`config.mk`:
```
export PLATFORM = sky130hd
export DESIGN_NAME = scp_test_port
export DESIGN_NICKNAME = d
export VERILOG_FILES = /design/src/hdl/scp_pkg.sv /design/src/hdl/scp_test_port.sv
export SDC_FILE = /design/constraint.sdc
export NUM_CORES = 1
export LEC_CHECK = 0
export BUFFER_PORTS_ARGS = -buffer_cell sky130_fd_sc_hd__buf_2
export CAP_MARGIN = 30
export CORE_AREA = 2 2 119 121
export DETAILED_ROUTE_END_ITERATION = 7
export DIE_AREA = 0 0 121 123
export PLACE_DENSITY = 0.62
export SLEW_MARGIN = 15
export SYNTH_ARGS = -nofsm -noshare
export SYNTH_HDL_FRONTEND = slang
export SYNTH_SLANG_ARGS = --single-unit
```
`constraint.sdc`:
```
create_clock -name clk_sys_i -period 4.17 [get_ports clk_sys_i]
set_input_delay 0.417 -clock clk_sys_i [delete_from_list [all_inputs] [get_ports clk_sys_i]]
set_output_delay 0.417 -clock clk_sys_i [all_outputs]
set_load 0.005 [all_outputs]
```
`src/hdl/scp_pkg.sv`:
```
// constants and types shared by the sensor conditioner test port
package scp_pkg;

   // -------------------------------------------------------------
   // clock and timing
   // -------------------------------------------------------------
   localparam int CLK_PERIOD_PS = 4000;   // 250 MHz system clock
   localparam int EOC_PULSE_NS  = 1000;   // end-of-conversion high time
   // least time, rounded up to whole cycles
   localparam int EOC_PULSE_CYC = (EOC_PULSE_NS * 1000 + CLK_PERIOD_PS - 1) / CLK_PERIOD_PS;
   localparam int EOC_CNT_W     = $clog2(EOC_PULSE_CYC + 1);

   // -------------------------------------------------------------
   // word widths
   // -------------------------------------------------------------
   localparam int DATA_W     = 12;        // parallel result, bit 11 is msb
   localparam int ROM_ADDR_W = 10;        // dsp instruction rom address
   localparam int ROM_DATA_W = 16;        // dsp instruction rom data
   localparam int DSP_RES_W  = 16;        // dsp instruction result
   localparam int FRAME_W    = ROM_ADDR_W + ROM_DATA_W;
   localparam int FRAME_CW   = $clog2(FRAME_W);
   localparam int RES_CW     = $clog2(DSP_RES_W);

   // -------------------------------------------------------------
   // test commands
   // -------------------------------------------------------------
   localparam int          CMD_W       = 4;
   localparam int          CMD_CW      = $clog2(CMD_W);
   localparam logic [3:0]  CMD_TRACE_A = 4'h8;   // turn serial line to output
   localparam logic [3:0]  CMD_TRACE_B = 4'hA;   // same, second code

   // -------------------------------------------------------------
   // synchroniser lanes for pin inputs
   // -------------------------------------------------------------
   localparam int SYNC_W  = 6;
   localparam int SY_SELA = 0;
   localparam int SY_SELB = 1;
   localparam int SY_TEST = 2;
   localparam int SY_RST  = 3;
   localparam int SY_STRT = 4;
   localparam int SY_SDIO = 5;

   // -------------------------------------------------------------
   // reset values
   // -------------------------------------------------------------
   // reset pin lane starts at its pulled-up idle level, so no false rise
   localparam logic [SYNC_W-1:0] SYNC_RST = 6'h08;
   localparam logic [DATA_W-1:0] DATA_RST = 12'h000;

   // command receiver states, one-hot
   typedef enum logic [2:0] {
      CMD_IDLE  = 3'b001,
      CMD_SHIFT = 3'b010,
      CMD_EXEC  = 3'b100
   } scp_cmd_state_t;

endpackage : scp_pkg

```
`src/hdl/scp_test_port.sv`:
```
// digital pin logic and serial test port of the sensor conditioner
`timescale 1ns/1ps

module scp_test_port
   import scp_pkg::*;
(
   // clock, enable and reset
   input  wire logic                  clk_sys_i,
   input  wire logic                  ce_i,
   input  wire logic                  rst_n_i,
   // pins from outside
   input  wire logic                  select_a_in_i,
   input  wire logic                  select_b_in_i,
   input  wire logic                  test_mode_i,
   input  wire logic                  reset_pin_n_i,
   input  wire logic                  start_i,
   input  wire logic                  sdio_i,
   // serial test line, two-way
   output logic                       sdio_o,
   output logic                       sdio_oe_n_o,
   // serial test output
   output logic                       test_serial_out_o,
   output logic                       test_serial_out_oe_n_o,
   // parallel result and end of conversion
   output logic [DATA_W-1:0]          data_o,
   output logic                       data_oe_n_o,
   output logic                       eoc_o,
   output logic                       eoc_oe_n_o,
   // dsp core, same clock
   input  wire logic [ROM_ADDR_W-1:0] rom_addr_i,
   input  wire logic [ROM_DATA_W-1:0] rom_data_i,
   input  wire logic [DSP_RES_W-1:0]  dsp_result_i,
   input  wire logic [DATA_W-1:0]     conv_result_i,
   input  wire logic                  conv_done_i,
   output logic                       conv_req_o
);

   // ----------------------------------------------------------------
   // declarations
   // ----------------------------------------------------------------
   logic [1:0]              rst_sync_r;     // reset release chain
   logic                    rst_n;          // released reset
   logic [SYNC_W-1:0]       sync1_r;        // first stage, read only by second
   logic [SYNC_W-1:0]       sync2_r;        // pins in the clock domain
   logic                    sel;            // both selects high
   logic                    test_on;        // selected and in test mode
   logic                    rst_pin_d_r;    // reset pin, one cycle late
   logic                    armed_r;        // commands accepted
   scp_cmd_state_t          cmd_state_r;    // command receiver state
   logic [CMD_W-1:0]        cmd_sh_r;       // command shift register
   logic [CMD_CW-1:0]       cmd_cnt_r;      // command bit count
   logic                    drive_r;        // trace command seen
   logic                    hold_off_r;     // floated since deselect
   logic                    sdio_act;       // serial line is driven
   logic [FRAME_W-1:0]      frame_sh_r;     // address and data frame
   logic [FRAME_CW-1:0]     frame_cnt_r;    // frame bit count
   logic [DSP_RES_W-1:0]    res_sh_r;       // result word shifter
   logic [RES_CW-1:0]       res_cnt_r;      // result bit count
   logic                    busy_r;         // conversion in flight
   logic                    conv_go;        // start a conversion now
   logic [DATA_W-1:0]       data_r;         // held result word
   logic [EOC_CNT_W-1:0]    eoc_cnt_r;      // eoc high time left

   // trace commands that turn the serial line round
   function automatic logic is_trace_cmd(input logic [CMD_W-1:0] cmd);
      is_trace_cmd = (cmd == CMD_TRACE_A) || (cmd == CMD_TRACE_B);
   endfunction : is_trace_cmd

   // ----------------------------------------------------------------
   // reset release and pin synchronisers
   // ----------------------------------------------------------------
   // reset release runs even with ce low so reset always completes
   always_ff @(posedge clk_sys_i or negedge rst_n_i) begin
      if (!rst_n_i) begin
         rst_sync_r <= 2'h0;
      end else begin
         rst_sync_r <= {rst_sync_r[0], 1'b1};
      end
   end
   assign rst_n = rst_sync_r[1];

   // every pin passes two flops; the tester clock is our clock here
   always_ff @(posedge clk_sys_i or negedge rst_n) begin
      if (!rst_n) begin
         sync1_r <= SYNC_RST;
         sync2_r <= SYNC_RST;
      end else if (ce_i) begin
         sync1_r <= {sdio_i, start_i, reset_pin_n_i, test_mode_i,
                     select_b_in_i, select_a_in_i};
         sync2_r <= sync1_r;
      end
   end

   // ----------------------------------------------------------------
   // selection
   // ----------------------------------------------------------------
   assign sel     = sync2_r[SY_SELA] & sync2_r[SY_SELB];
   // every pin input below is qualified by sel, so a deselected part ignores them
   assign test_on = sel & sync2_r[SY_TEST];

   // ----------------------------------------------------------------
   // command arming by the reset pin
   // ----------------------------------------------------------------
   // a low-to-high step on the pin arms; leaving test mode disarms
   always_ff @(posedge clk_sys_i or negedge rst_n) begin
      if (!rst_n) begin
         rst_pin_d_r <= SYNC_RST[SY_RST];   // idle high, matches the lane
         armed_r     <= 1'b0;
      end else if (ce_i) begin
         rst_pin_d_r <= sync2_r[SY_RST];
         if (!test_on) begin
            armed_r <= 1'b0;
         end else if (sync2_r[SY_RST] && !rst_pin_d_r) begin
            armed_r <= 1'b1;
         end
      end
   end

   // ----------------------------------------------------------------
   // command receiver: start bit, then four bits msb first
   // ----------------------------------------------------------------
   // the line cannot listen while it is driven, so reception waits
   always_ff @(posedge clk_sys_i or negedge rst_n) begin
      if (!rst_n) begin
         cmd_state_r <= CMD_IDLE;
         cmd_sh_r    <= '0;
         cmd_cnt_r   <= '0;
      end else if (ce_i) begin
         unique case (cmd_state_r)
            CMD_IDLE: begin
               // start bit seen on an armed, listening line
               if (armed_r && !sdio_act && sync2_r[SY_SDIO]) begin
                  cmd_state_r <= CMD_SHIFT;
                  cmd_cnt_r   <= '0;
               end
            end
            CMD_SHIFT: begin
               cmd_sh_r  <= {cmd_sh_r[CMD_W-2:0], sync2_r[SY_SDIO]};
               cmd_cnt_r <= cmd_cnt_r + 1'b1;
               if (!armed_r) begin
                  cmd_state_r <= CMD_IDLE;   // abandon on leaving test mode
               end else if (cmd_cnt_r == CMD_CW'(CMD_W - 1)) begin
                  cmd_state_r <= CMD_EXEC;
               end
            end
            CMD_EXEC: begin
               cmd_state_r <= CMD_IDLE;
            end
            default: begin
               cmd_state_r <= CMD_IDLE;
            end
         endcase
      end
   end

   // ----------------------------------------------------------------
   // serial line direction
   // ----------------------------------------------------------------
   // trace command turns the line to output; leaving test mode, deselect, or a non-trace command taken while held off returns it
   always_ff @(posedge clk_sys_i or negedge rst_n) begin
      if (!rst_n) begin
         drive_r <= 1'b0;
      end else if (ce_i) begin
         if (!test_on) begin
            drive_r <= 1'b0;
         end else if (cmd_state_r == CMD_EXEC) begin
            drive_r <= is_trace_cmd(cmd_sh_r);
         end
      end
   end

   // deselect floats the line until a conversion is started
   always_ff @(posedge clk_sys_i or negedge rst_n) begin
      if (!rst_n) begin
         hold_off_r <= 1'b0;
      end else if (ce_i) begin
         if (!sel) begin
            hold_off_r <= 1'b1;
         end else if (conv_go) begin
            hold_off_r <= 1'b0;
         end
      end
   end

   assign sdio_act    = drive_r & ~hold_off_r & test_on;
   assign sdio_oe_n_o = ~sdio_act;

   // ----------------------------------------------------------------
   // trace frame: rom address then rom data, msb first
   // ----------------------------------------------------------------
   // sampled at frame start, so a frame is one coherent instruction
   always_ff @(posedge clk_sys_i or negedge rst_n) begin
      if (!rst_n) begin
         frame_sh_r  <= '0;
         frame_cnt_r <= '0;
      end else if (ce_i) begin
         if (!sdio_act) begin
            frame_cnt_r <= '0;
         end else if (frame_cnt_r == '0) begin
            frame_sh_r  <= {rom_addr_i, rom_data_i};
            frame_cnt_r <= FRAME_CW'(1);
         end else begin
            frame_sh_r  <= {frame_sh_r[FRAME_W-2:0], 1'b0};
            frame_cnt_r <= (frame_cnt_r == FRAME_CW'(FRAME_W - 1)) ?
                           '0 : frame_cnt_r + 1'b1;
         end
      end
   end
   assign sdio_o = frame_sh_r[FRAME_W-1];

   // ----------------------------------------------------------------
   // result stream on the serial test output
   // ----------------------------------------------------------------
   always_ff @(posedge clk_sys_i or negedge rst_n) begin
      if (!rst_n) begin
         res_sh_r  <= '0;
         res_cnt_r <= '0;
      end else if (ce_i) begin
         if (!test_on) begin
            res_cnt_r <= '0;
         end else if (res_cnt_r == '0) begin
            res_sh_r  <= dsp_result_i;
            res_cnt_r <= RES_CW'(1);
         end else begin
            res_sh_r  <= {res_sh_r[DSP_RES_W-2:0], 1'b0};
            res_cnt_r <= res_cnt_r + 1'b1;   // wraps at word end
         end
      end
   end
   assign test_serial_out_o      = res_sh_r[DSP_RES_W-1];
   assign test_serial_out_oe_n_o = ~test_on;

   // ----------------------------------------------------------------
   // conversion start
   // ----------------------------------------------------------------
   // start is pulled high off chip, so an open pin converts freely;
   // holding it low delays conversion to stretch sensor warm-up
   assign conv_go = sel & sync2_r[SY_STRT] & ~busy_r;

   always_ff @(posedge clk_sys_i or negedge rst_n) begin
      if (!rst_n) begin
         busy_r     <= 1'b0;
         conv_req_o <= 1'b0;
      end else if (ce_i) begin
         conv_req_o <= conv_go;
         if (conv_go) begin
            busy_r <= 1'b1;
         end else if (conv_done_i) begin
            busy_r <= 1'b0;
         end
      end
   end

   // ----------------------------------------------------------------
   // result word and end-of-conversion pulse
   // ----------------------------------------------------------------
   // word is loaded on the same edge that raises eoc and stays put past its fall
   always_ff @(posedge clk_sys_i or negedge rst_n) begin
      if (!rst_n) begin
         data_r    <= DATA_RST;
         eoc_cnt_r <= '0;
      end else if (ce_i) begin
         if (busy_r && conv_done_i) begin
            data_r    <= conv_result_i;
            eoc_cnt_r <= EOC_CNT_W'(EOC_PULSE_CYC);
         end else if (eoc_cnt_r != '0) begin
            eoc_cnt_r <= eoc_cnt_r - 1'b1;
         end
      end
   end

   assign data_o      = data_r;
   assign data_oe_n_o = ~sel;
   assign eoc_o       = (eoc_cnt_r != '0);
   assign eoc_oe_n_o  = ~sel;

endmodule : scp_test_port

```
==> Yosys cells after proc, flatten, opt, wreduce, memory -nomap -nowiden <==
Cells that the tools add are included.
{ "totals": {"reg_bits": 100, "input_bits": 64, "out_inout_bits": 20} }
{ "classes": {"n_addsub": 4, "eq_ne": 12, "muxes": 23, "bitwise": 11, "reduce_logical": 24} }
{ "ops": {"columns": ["cell", "n"], "rows": [
  ["two-way mux 26 bit", 1],
  ["AND reduction 2 bit", 9],
  ["two-way mux 16 bit", 1],
  ["two-way mux 8 bit", 2],
  ["two-way mux 5 bit", 3],
  ["two-way mux 3 bit", 3],
  ["equality test 4 bit (second input constant)", 2],
  ["two-way mux 1 bit", 8],
  ["two-way mux 4 bit", 2],
  ["nonzero test 8 bit", 1],
  ["subtractor 8 x 1 -> 8 bit (second input constant)", 1],
  ["AND 1 bit", 6],
  ["!= test 2 x 1 -> 1 bit (second input constant)", 3],
  ["one-hot mux 3 bit (2 select lines)", 1],
  ["AND reduction 3 bit", 2],
  ["nonzero test 2 bit", 3],
  ["adder 5 x 1 -> 5 bit (second input constant)", 1],
  ["equality test 5 bit (second input constant)", 1],
  ["logical NOT 5 bit", 1],
  ["inverter 1 bit", 5],
  ["adder 4 x 1 -> 4 bit (second input constant)", 1],
  ["logical AND 1 bit", 4],
  ["logical NOT 4 bit", 1],
  ["one-hot mux 2 bit (2 select lines)", 1],
  ["other kinds (10)", 11]
]} }

==> Logic depth before layout (Yosys ltp) <==
Gate-level depths: netlist of the first run.
{ "depth": {"word_depth": 8, "mapped_depth": 7, "ltp_nobuf": 6} }

==> Worst setup path after synthesis of the first run <==
OpenSTA, ideal clock, no wires.
{ "synth_timing": {"kind": "register to register", "startpoint": "register frame_cnt_r[0]", "endpoint": "register frame_sh_r[10]", "arrival_time_ps": 1427, "slack_ps": 2616, "stages_incl_launch_ff": 8, "path_buffers": 2, "period_less_slack_ps": 1554, "cell_sequence": "dfrtp_1 > inv_1 > ha_1 > nor4b_2 > buf_6 > buf_12 > mux2i_1 > a21oi_2"} }
{ "synth_between": {"elab_chain_cells": 2} }
{ "synth_lines": {"columns": ["item", "line_no", "source"], "rows": [
  ["start: declaration", "scp_test_port.sv:56", "logic [FRAME_CW-1:0] frame_cnt_r;"],
  ["start signal: assignment", "scp_test_port.sv:204", "frame_cnt_r <= (frame_cnt_r == FRAME_CW'(FRAME_W - 1)) ?"],
  ["logical NOT 5 bit", "scp_test_port.sv:199", "end else if (frame_cnt_r == '0) begin"],
  ["two-way mux 26 bit", "scp_test_port.sv:199", null],
  ["end signal: assignment", "scp_test_port.sv:200", "frame_sh_r <= {rom_addr_i, rom_data_i};"],
  ["end signal: assignment", "scp_test_port.sv:203", "frame_sh_r <= {frame_sh_r[FRAME_W-2:0], 1'b0};"],
  ["end: declaration", "scp_test_port.sv:55", "logic [FRAME_W-1:0] frame_sh_r;"]
]} }
No other way between the ends.
A chain may end at the register's enable or synchronous reset.

==> Final worst setup path of the first run <==
{ "layout_timing": {"startpoint": "register sync2_r[0]", "endpoint": "register frame_sh_r[18]"} }
{ "layout_between": {"elab_chain_cells": 4} }
{ "layout_lines": {"columns": ["item", "line_no", "source"], "rows": [
  ["start: declaration", "scp_test_port.sv:44", "logic [SYNC_W-1:0] sync2_r;"],
  ["start signal: assignment", "scp_test_port.sv:90", "sync2_r <= sync1_r;"],
  ["AND 1 bit", "scp_test_port.sv:97", "assign sel = sync2_r[SY_SELA] & sync2_r[SY_SELB];"],
  ["AND 1 bit", "scp_test_port.sv:99", "assign test_on = sel & sync2_r[SY_TEST];"],
  ["AND 1 bit", "scp_test_port.sv:185", "assign sdio_act = drive_r & ~hold_off_r & test_on;"],
  ["AND reduction 2 bit (no source line)", null, null]
]} }
No other way between the ends.

==> results summary, run 1 <==
The flow ran to the end, and the final reports show no timing, DRC or antenna violations. Data on the critical path is required at its endpoint by 4.43 ns. Leaving out fill and tap cells, the most frequent cell in the layout is sky130_fd_sc_hd__dfrtp_1. The synthesized netlist contains 55 unique library cells. At the placement stage, the worst setup path has a slack of 2.03 ns.

In this run, CTS created clock tree buffers numbering 9. For this run, the top clock speed supported by timing is 0.479 GHz. The routed design has 9.04 mm of wire. The completed layout was analyzed and its total power is 2730 uW. The number of standard cells after synthesis came out at 431. The number of standard-cell rows in the floorplan came out at 43. The largest stage delay on the critical path is 0.58 ns. Yosys mapped a number of flops with a built-in enable equal to 0. In the final routed layout, each cell accounts on average for 13.0 um. The core footprint came out at 0.0136 mm2.

The minimum clock period after layout came out at 2.09 ns. The port buffer count came out at 83. The worst relative slew slack came out at 48.1%. The clock insertion delay at the later pin of the skew report came out at 0.35 ns. The met2 capacity usage during global routing came out at 21.9%. The length of the first detailed-routing pass in iterations is 4.

The post-cts resize count is 0. The final cycle utilization of the critical path came out at 50.1%. Counting flops and latches in the post-synthesis netlist gives 100. The congestion estimate from routability-driven global placement came to 0.781.

The kind of start point of the critical path is a flip-flop. The setup skew after layout is 0.00557 ns. Power spread over the standard cell area amounts to 491 mW/mm2. The number of warning messages in the yosys log is 0. The total number of H-tree levels came out at 3. The final layout contains 582 nets. The tree is rooted in a sky130_fd_sc_hd__clkbuf_16. The commonest register cell after synthesis is sky130_fd_sc_hd__dfrtp_1. The final count of hold timing violations is 0.

The die covers 0.0149 mm2. The total number of vias is 3285. The number of clock sinks is 100. The area share of the leading cell type in the synthesized netlist is 51.8%. The synthesized netlist net count came out at 503.

The cell type of the slowest stage on the worst timing path is sky130_fd_sc_hd__nor2_4. The async set-reset flop share out of synthesis came out at 100%. The share of layout cells above drive strength 1 came out at 28.7%. TritonCTS built the clock tree.

The detail route stage leaves a number of antenna-violating nets equal to 0. The netlist area before placement is 0.00464 mm2. Setup repair after global routing left no endpoint under its margin. The met1 track utilization from global routing came out at 16.0%. The storage element area is 0.00251 mm2.

The final setup violation count is 0. In this run the most used layer during global routing was met2. The worst hold-check path type is in2reg. The DRC violation count after routing came out at 0. From bottom edge to top edge, the die measures 123 um.

The arrival time at the worst endpoint came out at 2.35 ns. The highest net fanout along the worst path came out at 37. The routing usage on met3 is 4.47%. The via density per instance is 4.73.

The number of top-level pins is 84. The area of combinational cells with multiple inputs came out at 0.00194 mm2. The max-slew violation count came to 0. The combined global-route utilization of all metal layers is 13.1%. Counting along the longest clock path gives a buffer depth of 2. Global routing finished with a remaining overflow of 0. The HPWL after detailed placement is 6.22 mm. Entering global routing, the biggest net connects 62 pins. Walking the worst path, the cells encountered are nand4_4 > nor2_4 > buf_12 > nor2_1 > a21oi_1. The wire length of the first global-routing pass is 15.2 mm. The number of violations reported at the end of detailed-routing iteration 0 came out at 161.

The worst setup path is of the reg2reg kind. The worst vdd rail ir drop came out at 0.286 mV. Yosys attributes the largest share of cell area to sky130_fd_sc_hd__dfrtp_1, sky130_fd_sc_hd__mux2i_1, sky130_fd_sc_hd__nand2_1. Relative to the synthesized area, the layout overhead comes to 20.0%. The measured slew at the worst slew-check pin came out at 0.779 ns. The largest area contributor in the synthesized netlist is sky130_fd_sc_hd__dfrtp_1. The count of filler cells inserted in the layout came out at 1357.

The library cells used most frequently in the layout, excluding fill and tap cells, are sky130_fd_sc_hd__dfrtp_1, sky130_fd_sc_hd__buf_2, sky130_fd_sc_hd__nand2_1. STA classifies the critical path endpoint as a flip-flop. The average instance area after synthesis is 10.8 um2. The final standard cell area without fillers is 0.00557 mm2. The sequential share of the synthesized area is 54.1%.

Summed over all failing endpoints, the final setup total negative slack is 0 ns. The via count of the first global-routing pass came out at 3173. The smallest setup slack after layout came out at 2.08 ns. In this run the cell area measured after placement is 0.00520 mm2. The number of diodes came out at 0.

The initial antenna violation count was 0. The number of placed instances, taps included, is 678. The clock-pin slew on the worst setup and hold paths came out at 0.07 ns. The largest delay contributor family on the critical path is simple AND/OR/NAND/NOR gates. The starting density of the core is 34.1%.

For this design the static power due to leakage is 0.00284 uW. The number of buffers and inverters on the critical path is 1. The floorplan step set the die width to 121 um. The number of standard cells in the final layout excluding fillers is 695. The count of maximum capacitance violations is 0.
cell usage after synthesis, types with 2 or more instances:
master	number
sky130_fd_sc_hd__mux2i_1	41
sky130_fd_sc_hd__dfstp_2	4
sky130_fd_sc_hd__nand4_1	6
sky130_fd_sc_hd__a31oi_1	3
sky130_fd_sc_hd__ha_1	8
sky130_fd_sc_hd__nor3b_1	2
sky130_fd_sc_hd__a41oi_1	2
sky130_fd_sc_hd__nor3_1	4
sky130_fd_sc_hd__clkbuf_1	6
sky130_fd_sc_hd__a32o_1	2
sky130_fd_sc_hd__nand2_1	68
sky130_fd_sc_hd__o21ai_0	33
sky130_fd_sc_hd__buf_4	4
sky130_fd_sc_hd__a21oi_2	11
sky130_fd_sc_hd__nand2b_1	3
sky130_fd_sc_hd__nor2_1	33
sky130_fd_sc_hd__dfrtp_1	96
sky130_fd_sc_hd__or3_1	2
sky130_fd_sc_hd__nand3_1	8
sky130_fd_sc_hd__buf_12	2
sky130_fd_sc_hd__buf_2	9
sky130_fd_sc_hd__mux2_2	16
sky130_fd_sc_hd__a21oi_1	20
sky130_fd_sc_hd__inv_1	13
sky130_fd_sc_hd__nor2b_1	3
sky130_fd_sc_hd__a22o_1	3
tightest hold or removal path, cell delays in order:
cell and delay, ns:
sky130_fd_sc_hd__buf_2 0.07, sky130_fd_sc_hd__nand2_1 0.04, sky130_fd_sc_hd__nand2_1 0.05
metrics by stage:
step / utilization (%) / hold WS [ns]
after floorplan: - / 0.121
after global placement: 38.0 / 0.202
after detailed placement: 38.2 / 0.203
after CTS: 40.9 / 0.244
after global routing: 40.9 / 0.249
final: 40.9 / 0.256
layer usage:
layer | up-vias | routed length (um)
met2 | 58 | 4390
met5 | - | 0
met1 | 1561 | 4100
met3 | 11 | 435
met4 | 0 | 107
li1 | 1655 | -
logic make-up (layout without fill, tap and decap cells):
| logic type | count (synthesis) | count (layout) | share of synthesized area (%) |
|---|---|---|---|
| simple gates | 143 | 143 | 14.9 |
| flops | 100 | 100 | 54.1 |
| compound gates | 85 | 85 | 11.5 |
| mux | 57 | 57 | 12.7 |
| buf+inv | 36 | 120 | 4.34 |
| fa+ha+maj | 8 | 8 | 2.16 |
| other cells | 1 | 1 | 0.0809 |
| xor+xnor | 1 | 1 | 0.189 |
final cells by class:
| type | instances | area share [%] |
|---|---|---|
| Clock buffer | 12 | 4.61 |
| Clock inverter | 4 | 1.71 |
| Inverter | 14 | 0.944 |
| Multi-Input combinational cell | 295 | 34.9 |
| Sequential cell | 100 | 45.1 |
| Tap cell | 180 | 4.05 |
| Timing Repair Buffer | 90 | 8.68 |
flip-flops by register name, indices dropped and copies added, names as in the netlist:
| register | cells |
|---|---|
| frame_sh_r | 26 |
| cmd_sh_r | 4 |
| cmd_state_r | 3 |
| armed_r | 1 |
| sync2_r | 6 |
| rst_sync_r | 2 |
| drive_r | 1 |
| res_sh_r | 16 |
| rst_pin_d_r | 1 |
| hold_off_r | 1 |
| frame_cnt_r | 5 |
| eoc_cnt_r | 8 |
| sync1_r | 6 |
| data_o | 12 |
| res_cnt_r | 4 |
| conv_req_o | 1 |
| busy_r | 1 |
| cmd_cnt_r | 2 |
worst paths after layout:
check | slack (ns) | end | cells after the start | from
setup / recovery | 2.08 | frame_sh_r[18] | 5 | sync2_r[0]
hold / removal | 0.26 | data_o[10] | 3 | conv_result_i[10]
setup reg to reg | 2.08 | frame_sh_r[18] | 5 | sync2_r[0]
hold reg to reg | 0.36 | rst_sync_r[1] | 0 | rst_sync_r[0]
max in group asynchronous | 2.75 | frame_sh_r[12] | 1 | rst_sync_r[1]
min in group asynchronous | 0.38 | rst_sync_r[1] | 2 | rst_n_i
power by group:
| group | total [uW] | internal [uW] | switching [uW] |
|---|---|---|---|
| Combinational | 453 | 220 | 233 |
| Clock | 975 | 618 | 357 |
| Sequential | 1300 | 1170 | 135 |
what timing repair did:
item,in CTS,in global routing
hold buffers,1,0
hold endpoints to repair,2,0
setup buffers,0,0
Power figures use the tool's default switching activity.
==> run 2: changes to the inputs <==
Clock period 4.17 ns to 2 ns, I/O delays scaled along.
==> run 2 against run 1 <==
- cell count increased by 0.86%
- hold slack got worse by 0.21 ns
- utilization is 0.27 points higher
- critical endpoint is now eoc_o
- largest cell class unchanged
==> results summary, run 2 (synthesis gave the netlist of run 1 again) <==
The run finished with clean final reports. The worst register-to-register path ends at frame_cnt_r[4]. The total global routing overflow was 0 (unchanged).

The core footprint is 0.0136 mm2 (unchanged). The maximum buffer depth of the clock tree is 2 (unchanged). The average routed wire per standard cell is 12.9 um (-0.50%). The worst vdd rail ir drop was 0.713 mV (+150%). The initial antenna violation count is 0 (unchanged). The total length of routed wires is 9.07 mm (+0.35%). The final standard cell area without fillers is 0.00560 mm2 (+0.65%). The sort of element at the end of the critical path is a primary output. The worst hold-check path type is in2reg.

The category of the critical setup timing path is reg2out. The pin count of the biggest net entering global routing is 54 (-13%). The count of maximum capacitance violations came out at 0 (unchanged). The starting density of the core is 34.1% (unchanged).

The largest stage delay on the critical path is 0.41 ns (-0.17 ns). Derived from the worst setup path, the maximum achievable clock frequency is 0.553 GHz. The via count of the first global-routing pass is 3169 (-0.13%). The worst slack at placement is 0.339 ns (-1.69 ns). The final weighted congestion in routability-driven placement is 0.763 (-2.4%). The area growth from synthesis to layout came out at 20.8%. The total number of vias is 3332 (+1.4%). The clock insertion delay at the later pin of the skew report is 0.34 ns (about the same). The number of buffers created by CTS came to 9 (unchanged). Of the available clock period, the critical path in the final layout requires 90.5%. The number of violations reported at the end of detailed-routing iteration 0 is 195 (+21%).

The final net count came out at 588 (+1.0%). The flip-flop count of the largest register, all copies and words added came out at 26 (unchanged). The power per cell area is 971 mW/mm2 (+98%).

The share of layout cells above drive strength 1 is 29.4% (+0.63 points). In this run the worst setup path terminates at eoc_o. The smallest setup slack after layout is 0.191 ns (-1.89 ns). The final count of hold timing violations came out at 0 (unchanged). The combined global-route utilization of all metal layers is 12.9% (-0.12 points). The overall die width came out at 121 um (unchanged). The routing usage on met3 is 4.52% (+0.046 points).

The instance count along the most critical hold path came to 3 (unchanged). The count of filler cells inserted in the layout came out at 1320 (-2.7%). The minimum clock period after layout is 1.81 ns.

The number of clock sinks is 100 (unchanged). The part of the power in registers is 49.7% (+2.0 points). The number of top-level pins is 84 (unchanged). The number of diodes came out at 0 (unchanged). TritonCTS built the clock tree. Among all stages on the critical path, the largest delay is contributed by sky130_fd_sc_hd__dfrtp_1.

The layer flagged by global routing as most heavily used is met2. The switching power share of the total was 27.3% (+0.77 points). The cell-internal power is 3950 uW (+97%). The highest net fanout along the worst path came out at 8 (-78%). The die area is 0.0149 mm2 (unchanged). The max-slew violation count is 0 (unchanged). The via density per instance is 4.75 (+0.56%).

The length of the first detailed-routing pass in iterations came out at 4 (unchanged). The clock network fraction of total power came to 32.4% (-3.3 points). The post-route core utilization is 41.2% (+0.27 points). The kind of start point of the critical path is a flip-flop. The register-to-register setup slack is 0.31 ns (-1.77 ns).

The die boundary height came to 123 um (unchanged). The worst reg-to-reg path cell count came out at 7 (+2). The detailed placement HPWL came to 6.41 mm (+3.0%).

The required time reported for the critical path endpoint is 1.80 ns (-2.63 ns). frame_sh_r holds more flip-flops than any other register. The setup skew after layout is 0.00592 ns (+0.000350 ns). The final setup violation count is 0 (unchanged). CTS placed an instance of sky130_fd_sc_hd__clkbuf_16 at the clock tree root. The net load switching power is 1490 uW (+100%). The met2 capacity usage during global routing came out at 20.9% (-0.95 points). The total number of H-tree levels is 3 (unchanged). The wire length of the first global-routing pass is 15.2 mm (-0.14%). The clock-pin slew on the worst setup and hold paths was 0.06 ns (about the same).

The final antenna-violating net count is 0 (unchanged). Setup repair after global routing left no endpoint under its margin. The worst register-to-register path begins at frame_cnt_r[0].

The combinational share of power came out at 17.9% (+1.3 points). The port buffer count is 83 (unchanged). The startpoint of the most critical setup path is eoc_cnt_r[4]. The cell area reported after detailed placement is 0.00529 mm2 (+1.6%). The cell leakage power is 0.00285 uW (+0.50%). The signal on the critical path passes through nor3_1 > and4_2 > inv_2 > buf_2. The arrival time at the worst endpoint came out at 1.61 ns (-0.74 ns).

The total negative slack came out at 0 ns (unchanged). The met1 track utilization from global routing was 16.5% (+0.42 points). The most common cell after layout, fill and taps aside is sky130_fd_sc_hd__dfrtp_1.

The DRC violation count after routing is 0 (unchanged). The top cell types in the final layout, fill and taps aside, are sky130_fd_sc_hd__dfrtp_1, sky130_fd_sc_hd__buf_2, sky130_fd_sc_hd__nand2_1. The number of standard-cell rows in the floorplan is 43 (unchanged).
run 2: cell count changes in the layout (fill, tap and decap cells not counted), sizes merged:
cell and change:
bufinv -2, clkbuf +1, clkinv -1, clkinvlp +2, buf +6
run 2: what timing repair did:
| action | in CTS | in global routing |
|---|---|---|
| setup buffers | 0 | 0 |
| hold endpoints to repair | 2 | 0 |
| hold buffers | 1 | 0 |
| endpoints found under the setup margin | 0 | 0 |
| resized for setup | 0 | 0 |
run 2: worst min-delay path by stage:
stage,slack (ns),endpoint,startpoint
global placement,-0.01,rst_sync_r[0],rst_n_i
detailed placement,-0.01,rst_sync_r[0],rst_n_i
global route,0.03,data_o[7],conv_result_i[7]
finish,0.04,data_o[8],conv_result_i[8]
floorplan,-0.1,rst_sync_r[0],rst_n_i
CTS,0.02,data_o[10],conv_result_i[10]
run 2: layout make-up:
type / instances / area (um2) / share of cell area, %
Sequential cell: 100 / 2510 / 44.8
Multi-Input combinational cell: 295 / 1940 / 34.7
Timing Repair Buffer: 96 / 566 / 10.1
Clock buffer: 13 / 260 / 4.65
Tap cell: 180 / 225 / 4.02
Inverter: 14 / 52.6 / 0.938
Clock inverter: 3 / 45.0 / 0.804
run 2: power groups by stage:
stage | combinational (uW) | clock (uW) | sequential (uW)
floorplan | 611 | 0 | 2710
global placement | 964 | 0 | 2730
detailed placement | 996 | 0 | 2740
CTS | 997 | 1850 | 2710
global route | 1150 | 1930 | 2760
finish | 974 | 1760 | 2700
run 2: metal layers:
layer  part of all wire (%)  vias up
li1                       -     1668
met1                     45     1576
met2                     48       79
met3                    5.7        9
met4                   0.96        0
met5                      0        -
run 2: metrics by stage:
stage	cells	power (uW)	hold WS, ns
after floorplan	431	3330	-0.0956
after global placement	684	3690	-0.0145
after detailed placement	684	3740	-0.0112
after CTS	701	5560	0.0224
after global routing	701	5840	0.0327
final	701	5440	0.0431
run 2: critical path: cells and delay by family (launching register included):
family                 cells  cell delay (ns)
buffers and inverters      2             0.23
flip-flops                 1             0.41
AND/OR/NAND/NOR            2             0.63
